File: src/hdl/pbg_pkg.sv
// Package with register map, field layout and types of the port block
`default_nettype none
package pbg_pkg;
  localparam int PBG_LINES = 5;
  localparam logic [3:0] PBG_OFF_INPUT = 4'h0;
  localparam logic [3:0] PBG_OFF_OUTPUT = 4'h1;
  localparam logic [3:0] PBG_OFF_DIR = 4'h2;
  localparam logic [3:0] PBG_OFF_SFE = 4'h3;
  localparam logic [3:0] PBG_OFF_IRQ_STAT = 4'h4;
  localparam logic [3:0] PBG_OFF_IRQ_MASK = 4'h5;
  localparam int PBG_BIT_RECOVERY = 0;
  localparam int PBG_BIT_IRQ_THREE = 2;
  localparam int PBG_BIT_IRQ_ONE_OR_FOUR = 4;
  localparam logic [4:0] PBG_SFE_CAPABLE = 5'h15;
  localparam logic [4:0] PBG_RST_DIR = 5'h00;
  localparam logic [4:0] PBG_RST_OUTPUT = 5'h00;
  localparam logic [4:0] PBG_RST_SFE = 5'h00;
  localparam logic [4:0] PBG_RST_MASK = 5'h00;
  localparam int PBG_SYNC_STAGES = 2;

  typedef struct packed {
    logic read;
    logic write;
    logic [3:0] address;
    logic [31:0] writedata;
  } pbg_bus_req_t;

  typedef struct packed {
    logic recovery;
    logic irq_three;
    logic irq_one_or_four;
  } pbg_special_t;
endpackage : pbg_pkg
`default_nettype wire

File: src/hdl/pbg_port.sv
// Five-line GPIO port with special input functions and Avalon-MM slave
//
// Overview of operation
// [RQ1] Five lines, each direction set independently
// [RQ2] Input lines pass through hysteresis buffer
// [RQ3] Special inputs only on lines 0, 2, 4
// [RQ4] Special function enabled per bit only
// [RQ5] Software clears enables before direction change
// [RQ6] Spurious events on direction change are allowed
// [RQ7] Software sets enables as final step
// [RQ8] Inputs synchronised by two flops first
// [RQ9] Input bits overwrite writes, output bits hold
// [RQ10] Output lines driven, input buffer disabled
// [RQ11] Special outputs gated by enable bits
//
// Register access over Avalon-MM and the address map were decided locally.
`default_nettype none
module pbg_port
  import pbg_pkg::*;
#(
  parameter int LINES = PBG_LINES
) (
  input wire logic CORE_CLK_I,
  input wire logic RST_N_I,
  input wire logic [3:0] AVS_ADDRESS_I,
  input wire logic AVS_READ_I,
  input wire logic AVS_WRITE_I,
  input wire logic [31:0] AVS_WRITEDATA_I,
  output logic [31:0] AVS_READDATA_O,
  output logic AVS_WAITREQUEST_O,
  input wire logic [4:0] PORT_LINE_I,
  output logic [4:0] PORT_LINE_O,
  output logic [4:0] PORT_LINE_OE_O,
  output logic RECOVERY_INPUT_O,
  output logic INTERRUPT_REQUEST_THREE_O,
  output logic INTERRUPT_REQUEST_ONE_OR_FOUR_O,
  output logic IRQ_O
);
  logic [4:0] dir_reg;
  logic [4:0] out_reg;
  logic [4:0] in_reg;
  logic [4:0] special_function_enable_reg;
  logic [4:0] irq_stat_reg;
  logic [4:0] irq_mask_reg;
  logic [4:0] buffered;
  logic [4:0] synced;
  logic [4:0] synced_prev_reg;
  logic [4:0] events;
  logic [4:0] stat_clear;
  logic [31:0] read_word;
  pbg_bus_req_t req;
  pbg_special_t special_next;
  logic wr_hit;
  logic rd_hit;
  logic bus_busy;

  // Bus handshake: one wait cycle, then a single-cycle completion
  typedef enum logic [0:0] {
    PBG_BUS_IDLE = 1'b0,
    PBG_BUS_DONE = 1'b1
  } pbg_bus_state_t;

  pbg_bus_state_t bus_state_reg;
  pbg_bus_state_t bus_state_next;

  function automatic logic [31:0] pbg_widen(input logic [4:0] v);
    pbg_widen = {27'h0000000, v};
  endfunction : pbg_widen

  // True when a qualified access targets the given register
  function automatic logic pbg_select(
    input logic hit,
    input logic [3:0] address,
    input logic [3:0] offset
  );
    pbg_select = hit && (address == offset);
  endfunction : pbg_select

  // One special input: the synced line, passed only while enabled
  function automatic logic pbg_gate(
    input logic [4:0] lines,
    input logic [4:0] enables,
    input int position
  );
    pbg_gate = lines[position] & enables[position];
  endfunction : pbg_gate

  assign req = '{read: AVS_READ_I, write: AVS_WRITE_I,
                 address: AVS_ADDRESS_I, writedata: AVS_WRITEDATA_I};
  assign bus_busy = req.read || req.write;
  // Reads latch on the taking edge, writes land on the finishing edge
  assign wr_hit = req.write && (bus_state_reg == PBG_BUS_DONE);
  assign rd_hit = req.read && (bus_state_reg == PBG_BUS_IDLE);

  // [RQ2] [RQ10] Buffer only on inputs
  pbg_schmitt #(
    .WIDTH(5)
  ) u_schmitt (
    .pad_i(PORT_LINE_I),
    .enable_i(~dir_reg),
    .buf_o(buffered)
  );

  // [RQ8] Two-stage synchroniser
  pbg_sync #(
    .WIDTH(5)
  ) u_sync (
    .clk_i(CORE_CLK_I),
    .rst_n_i(RST_N_I),
    .async_i(buffered),
    .sync_o(synced)
  );

  // Handshake state
  always_comb begin
    bus_state_next = bus_state_reg;
    case (bus_state_reg)
      PBG_BUS_IDLE: begin
        if (bus_busy) begin
          bus_state_next = PBG_BUS_DONE;
        end
      end
      PBG_BUS_DONE: begin
        bus_state_next = PBG_BUS_IDLE;
      end
      default: begin
        bus_state_next = PBG_BUS_IDLE;
      end
    endcase
  end

  always_ff @(posedge CORE_CLK_I or negedge RST_N_I) begin
    if (!RST_N_I) begin
      bus_state_reg <= PBG_BUS_IDLE;
    end else begin
      bus_state_reg <= bus_state_next;
    end
  end

  // Waitrequest is low exactly while the state reads done
  always_ff @(posedge CORE_CLK_I or negedge RST_N_I) begin
    if (!RST_N_I) begin
      AVS_WAITREQUEST_O <= 1'b1;
    end else begin
      AVS_WAITREQUEST_O <= (bus_state_next != PBG_BUS_DONE);
    end
  end

  // Read word selection
  always_comb begin
    read_word = 32'h00000000;
    case (req.address)
      PBG_OFF_INPUT: begin
        read_word = pbg_widen(in_reg);
      end
      PBG_OFF_OUTPUT: begin
        read_word = pbg_widen(out_reg);
      end
      PBG_OFF_DIR: begin
        read_word = pbg_widen(dir_reg);
      end
      PBG_OFF_SFE: begin
        read_word = pbg_widen(special_function_enable_reg);
      end
      PBG_OFF_IRQ_STAT: begin
        read_word = pbg_widen(irq_stat_reg);
      end
      PBG_OFF_IRQ_MASK: begin
        read_word = pbg_widen(irq_mask_reg);
      end
      default: begin
        read_word = 32'h00000000;
      end
    endcase
  end

  always_ff @(posedge CORE_CLK_I or negedge RST_N_I) begin
    if (!RST_N_I) begin
      AVS_READDATA_O <= 32'h00000000;
    end else if (rd_hit) begin
      AVS_READDATA_O <= read_word;
    end
  end

  // [RQ1] Per-line direction control
  always_ff @(posedge CORE_CLK_I or negedge RST_N_I) begin
    if (!RST_N_I) begin
      dir_reg <= PBG_RST_DIR;
    end else if (pbg_select(wr_hit, req.address, PBG_OFF_DIR)) begin
      dir_reg <= req.writedata[4:0];
    end
  end

  always_ff @(posedge CORE_CLK_I or negedge RST_N_I) begin
    if (!RST_N_I) begin
      out_reg <= PBG_RST_OUTPUT;
    end else if (pbg_select(wr_hit, req.address, PBG_OFF_OUTPUT)) begin
      out_reg <= req.writedata[4:0];
    end
  end

  // [RQ9] Input bits track pins, output bits keep writes
  always_ff @(posedge CORE_CLK_I or negedge RST_N_I) begin
    if (!RST_N_I) begin
      in_reg <= 5'h00;
    end else if (pbg_select(wr_hit, req.address, PBG_OFF_INPUT)) begin
      in_reg <= req.writedata[4:0];
    end else begin
      in_reg <= (synced & ~dir_reg) | (in_reg & dir_reg);
    end
  end

  // [RQ3] [RQ4] Only lines 0, 2, 4 hold enable bits
  always_ff @(posedge CORE_CLK_I or negedge RST_N_I) begin
    if (!RST_N_I) begin
      special_function_enable_reg <= PBG_RST_SFE;
    end else if (pbg_select(wr_hit, req.address, PBG_OFF_SFE)) begin
      special_function_enable_reg <= req.writedata[4:0] & PBG_SFE_CAPABLE;
    end
  end

  // [RQ10] Drive output lines from output register
  always_ff @(posedge CORE_CLK_I or negedge RST_N_I) begin
    if (!RST_N_I) begin
      PORT_LINE_O <= PBG_RST_OUTPUT;
    end else begin
      PORT_LINE_O <= out_reg;
    end
  end

  // [RQ1] [RQ10] Driver enable follows direction
  always_ff @(posedge CORE_CLK_I or negedge RST_N_I) begin
    if (!RST_N_I) begin
      PORT_LINE_OE_O <= PBG_RST_DIR;
    end else begin
      PORT_LINE_OE_O <= dir_reg;
    end
  end

  // [RQ11] Gate special inputs by enable bits
  always_comb begin
    special_next.recovery = pbg_gate(synced,
      special_function_enable_reg, PBG_BIT_RECOVERY);
    special_next.irq_three = pbg_gate(synced,
      special_function_enable_reg, PBG_BIT_IRQ_THREE);
    special_next.irq_one_or_four = pbg_gate(synced,
      special_function_enable_reg, PBG_BIT_IRQ_ONE_OR_FOUR);
  end

  // [RQ6] Direction changes under enable may glitch these
  always_ff @(posedge CORE_CLK_I or negedge RST_N_I) begin
    if (!RST_N_I) begin
      RECOVERY_INPUT_O <= 1'b0;
    end else begin
      RECOVERY_INPUT_O <= special_next.recovery;
    end
  end

  always_ff @(posedge CORE_CLK_I or negedge RST_N_I) begin
    if (!RST_N_I) begin
      INTERRUPT_REQUEST_THREE_O <= 1'b0;
    end else begin
      INTERRUPT_REQUEST_THREE_O <= special_next.irq_three;
    end
  end

  always_ff @(posedge CORE_CLK_I or negedge RST_N_I) begin
    if (!RST_N_I) begin
      INTERRUPT_REQUEST_ONE_OR_FOUR_O <= 1'b0;
    end else begin
      INTERRUPT_REQUEST_ONE_OR_FOUR_O <= special_next.irq_one_or_four;
    end
  end

  always_ff @(posedge CORE_CLK_I or negedge RST_N_I) begin
    if (!RST_N_I) begin
      synced_prev_reg <= 5'h00;
    end else begin
      synced_prev_reg <= synced;
    end
  end

  // Any change on an input line is an event
  assign events = (synced ^ synced_prev_reg) & ~dir_reg;

  // Write-one clear, applied only on a finishing status write
  assign stat_clear = pbg_select(wr_hit, req.address, PBG_OFF_IRQ_STAT) ?
    req.writedata[4:0] : 5'h00;

  // Set wins over a write-one clear in the same cycle
  always_ff @(posedge CORE_CLK_I or negedge RST_N_I) begin
    if (!RST_N_I) begin
      irq_stat_reg <= 5'h00;
    end else begin
      irq_stat_reg <= (irq_stat_reg & ~stat_clear) | events;
    end
  end

  always_ff @(posedge CORE_CLK_I or negedge RST_N_I) begin
    if (!RST_N_I) begin
      irq_mask_reg <= PBG_RST_MASK;
    end else if (pbg_select(wr_hit, req.address, PBG_OFF_IRQ_MASK)) begin
      irq_mask_reg <= req.writedata[4:0];
    end
  end

  // Level interrupt while any unmasked status bit is set
  always_ff @(posedge CORE_CLK_I or negedge RST_N_I) begin
    if (!RST_N_I) begin
      IRQ_O <= 1'b0;
    end else begin
      IRQ_O <= |(irq_stat_reg & irq_mask_reg);
    end
  end
endmodule : pbg_port
`default_nettype wire

File: src/hdl/pbg_sync.sv
// Two-flop synchroniser for a bus of pin levels
`default_nettype none
module pbg_sync
  import pbg_pkg::*;
#(
  parameter int WIDTH = 5
) (
  input wire logic clk_i,
  input wire logic rst_n_i,
  input wire logic [WIDTH-1:0] async_i,
  output logic [WIDTH-1:0] sync_o
);
  logic [WIDTH-1:0] stage_one_reg;

  always_ff @(posedge clk_i or negedge rst_n_i) begin
    if (!rst_n_i) begin
      stage_one_reg <= '0;
      sync_o <= '0;
    end else begin
      stage_one_reg <= async_i;
      sync_o <= stage_one_reg;
    end
  end
endmodule : pbg_sync

File: src/hdl/pbg_schmitt.sv
// Input buffer model: gated by direction, drives low when disabled
`default_nettype none
module pbg_schmitt
  import pbg_pkg::*;
#(
  parameter int WIDTH = 5
) (
  input wire logic [WIDTH-1:0] pad_i,
  input wire logic [WIDTH-1:0] enable_i,
  output logic [WIDTH-1:0] buf_o
);
  // Disabled buffers read low so an output line never toggles the sampler
  assign buf_o = pad_i & enable_i;
endmodule : pbg_schmitt

File: config.mk
export PLATFORM = sky130hd
export DESIGN_NAME = pbg_port
export DESIGN_NICKNAME = d
export VERILOG_FILES = /design/src/hdl/pbg_pkg.sv /design/src/hdl/pbg_port.sv /design/src/hdl/pbg_sync.sv /design/src/hdl/pbg_schmitt.sv
export SDC_FILE = /design/constraint.sdc
export NUM_CORES = 1
export LEC_CHECK = 0
export CORE_MARGIN = 5
export CORE_UTILIZATION = 34
export CTS_CLUSTER_SIZE = 40
export DETAILED_ROUTE_END_ITERATION = 10
export DONT_BUFFER_PORTS = 1
export GPL_TIMING_DRIVEN = 0
export SLEW_MARGIN = 20
export SYNTH_ARGS = -nofsm -noshare
export SYNTH_HDL_FRONTEND = slang
export SYNTH_SLANG_ARGS = --single-unit
export TNS_END_PERCENT = 1
File: constraint.sdc
create_clock -name CORE_CLK_I -period 2.2 [get_ports CORE_CLK_I]
set_clock_uncertainty 0.15 [all_clocks]
set_input_delay 0.11 -clock CORE_CLK_I [delete_from_list [all_inputs] [get_ports CORE_CLK_I]]
set_output_delay 0.11 -clock CORE_CLK_I [all_outputs]
set_load 0.05 [all_outputs]
==> summary.md <==
| Metric | Value |
|---|---|
| Status | `finished, final reports clean` |
| IO Port Bufs | `0` |
| Row count | `32` |
| Net switching power of the design | `1.04 mW` |
| Die width | `99.9 µm` |
| N_diodes | `0` |
| Worst skew pair latency | `0.33 ns` |
| Clock-pin slew on the worst setup and hold paths | `0.07 ns` |
| Setup violations, final | `0` |
| Sw Ratio | `0.320` |
| Setup_tns | `0 ns` |
| Post-Synth Adder-Cell Area | `0` |
| GRT Resource Usage Total | `0.121` |
| Die Ht | `99.9 µm` |
| Share of layout cells above drive strength 1 | `0.335` |
| Overflow after GRT | `0` |
| Worst Setup Path Type | `reg2reg` |
| Xor/xnor share of the synthesized area | `0.0159` |
| Worst-margin pin slew | `0.534 ns` |
| Largest net degree at the start of global routing | `65` |
| Vias | `1619` |
| Vias per cell | `4.51` |
| Max cap viols | `0` |
| Initial antenna violation count | `0` |
| Post-synthesis compound-gate area fraction | `0.0510` |
| Initial Util | `0.352` |
| Final Hold Fails | `0` |
| CTS root buffer | `clkbuf_8` |
| Worst setup SP type | `register` |
| Top cell type's share of synthesized area | `0.574` |
| CP Capture Type | `register` |
| # clock sinks | `64` |
| Flop pwr share | `0.538` |
| CTS tree | `done` |
| Power Internal | `2.21 mW` |
| Unrepaired setup endpoints after global routing | `no` |
| I/O Pins | `92` |
| Design area | `0.00335 mm²` |
| Critical path arrival | `1.76 ns` |
| Worst hold slack | `0.0328 ns` |
| Die area | `0.00998 mm²` |
| # DRC | `0` |
| Synth Area in Simple Gates | `0.0797` |
| Register area share after synthesis | `0.583` |
| Clock power frac | `0.309` |
| Detailed placer's ending HPWL | `3850 µm` |
| Post-route ant nets | `0` |
| Routed wire length | `5680 µm` |
| Fin. max-slew vios | `0` |
| Final net count | `297` |
| Most frequent cells in the layout | `63 x dfrtp_1, 27 x mux2_2, 27 x buf_4, 27 x conb_1, 15 x dlygate4sd3_1` |
| WL/cell | `15.8 µm` |
| Largest family of logic cells by synthesized area | `multiplexers` |
| Leak | `1.58 nW` |
| Synth Warn # | `0` |
| Pwr Density | `970 mW/mm²` |
| Multiplexer share of the synthesized area | `0.173` |
| Rel. slew slack | `0.643` |
| Clk buf depth | `2` |
| Core area | `0.00781 mm²` |
| Fmax achieved | `604 MHz` |
| Synth Area per Inst | `13.8 µm²` |
| Syn-to-layout area delta | `21.9%` |
| Global-route wire length before repair | `9000 µm` |
| Post-DP Area | `0.00297 mm²` |
| Vias in the first global route | `1623` |
| H-tree depth | `3` |
| Worst Path Required | `2.30 ns` |
| Initial DRC count | `78` |
| Final clock period utilization by the worst path | `0.753` |
| Commonest non-fill, non-tap cell in the layout | `dfrtp_1` |
| Worst vdd rail ir drop | `446 µV` |
| Cell taking the most area after synthesis | `dfrtp_1` |
| Count of state elements after synthesis | `64` |
| Post-Synthesis Cells | `199` |
| TritonCTS Buffers | `9` |
| Combinational share of power | `0.153` |
| Minimum clock period | `1.66 ns` |
| Mapped cell area | `0.00275 mm²` |
| Synth cell types | `38` |
| Final GP Congestion | `0.775` |
| Worst-path maximum fanout | `8` |
| Fill count | `755` |
| Final Power | `3.25 mW` |
| Synth area leaders | `dfrtp_1 57%, mux2_2 11%, buf_4 7.4%, mux2_4 2.7%, mux4_2 1.6%` |
| Drt pass-1 iters | `4` |
| Type of the tightest min-delay check | `in2reg` |
## critical path, cell delays in order (launching register included)
cell      delay (ns)
dfrtp_1         0.41
nand2b_1        0.15
buf_2           0.16
or4b_4          0.54
o221ai_1        0.17
## final cells by class
type,instances,area (µm²),area share
plain buffers,33,244,0.0728
clock inverters,3,40.0,0.0119
clock buffers,13,159,0.0474
well taps,102,128,0.0381
inverters,5,18.8,0.00560
flip-flops and latches,64,1600,0.478
repair buffers,16,178,0.0530
multi-input cells,123,981,0.293
## final timing paths
kind / start / end / slack, ns / cells after the start
hold reg to reg: u_sync.stage_one_reg[1]$_DFF_PN0_ / u_sync.sync_o[1]$_DFF_PN0_ / 0.19 / 0
min in group asynchronous: RST_N_I / AVS_READDATA_O[1]$_DFFE_PN0P_ / 0.16 / 2
setup reg to reg: bus_state_reg$_DFF_PN0_ / AVS_READDATA_O[2]$_DFFE_PN0P_ / 0.54 / 4
max in group asynchronous: RST_N_I / AVS_WAITREQUEST_O$_DFF_PN1_ / 1.46 / 2
setup / recovery: bus_state_reg$_DFF_PN0_ / AVS_READDATA_O[2]$_DFFE_PN0P_ / 0.54 / 4
hold / removal: AVS_ADDRESS_I[2] / AVS_READDATA_O[3]$_DFFE_PN0P_ / 0.03 / 3
## routing by layer
layer	GRT usage	vias up	wire [µm]
li1	-	761	-
met2	0.171	52	2550
met3	0.0688	4	502
met5	0	-	0
met1	0.159	802	2590
met4	0.0315	0	46
## cells in the mapped netlist (all sizes together)
cell     number
and4bb        1
or3           1
nand3         5
a22o          2
nand3b        1
a32oi         3
mux2         34
inv           5
and2          3
mux4          2
xnor2         3
dfrtp        63
nor3          1
and4b         1
and3b         1
or4b          1
conb          1
o2bb2ai       3
buf          32
mux2i         3
nor2          3
and3          1
nor2b         6
dfstp         1
a222oi        1
nand4b        1
a211o         1
a22oi         1
xor2          2
nand2b        1
o221ai        5
or2           1
nand2         8
clkbuf        1
## through the flow
| step | setup slack, ns | utilization | cells |
|---|---|---|---|
| global placement | 0.416 | 0.381 | 327 |
| finish | 0.543 | 0.429 | 359 |
| CTS | 0.544 | 0.429 | 359 |
| detailed placement | 0.429 | 0.381 | 327 |
| floorplan | 0.635 | - | 225 |
| global route | 0.477 | 0.429 | 359 |
## logic make-up (layout without fill, tap and decap cells)
| family | Yosys count | in the layout |
|---|---|---|
| buffers and inverters | 38 | 70 |
| AO/OA/AOI/OAI | 16 | 16 |
| flip-flops | 64 | 64 |
| AND/OR/NAND/NOR | 36 | 36 |
| multiplexers | 39 | 39 |
| XOR/XNOR | 5 | 5 |
| other | 1 | 27 |
## power groups by stage
stage / Clock [mW] / Combinational (mW) / Sequential [mW]
after floorplan: 0 / 0.394 / 1.72
after global routing: 1.10 / 0.541 / 1.78
after CTS: 1.05 / 0.501 / 1.75
after detailed placement: 0 / 0.438 / 1.78
final: 1.00 / 0.498 / 1.75
after global placement: 0 / 0.429 / 1.77
## what timing repair did
item	in CTS	in global routing
resized for setup	0	0
setup buffers	0	0
hold buffers	16	0
hold endpoints to repair	104	0
No activity file was read; power rests on OpenSTA's default activity.
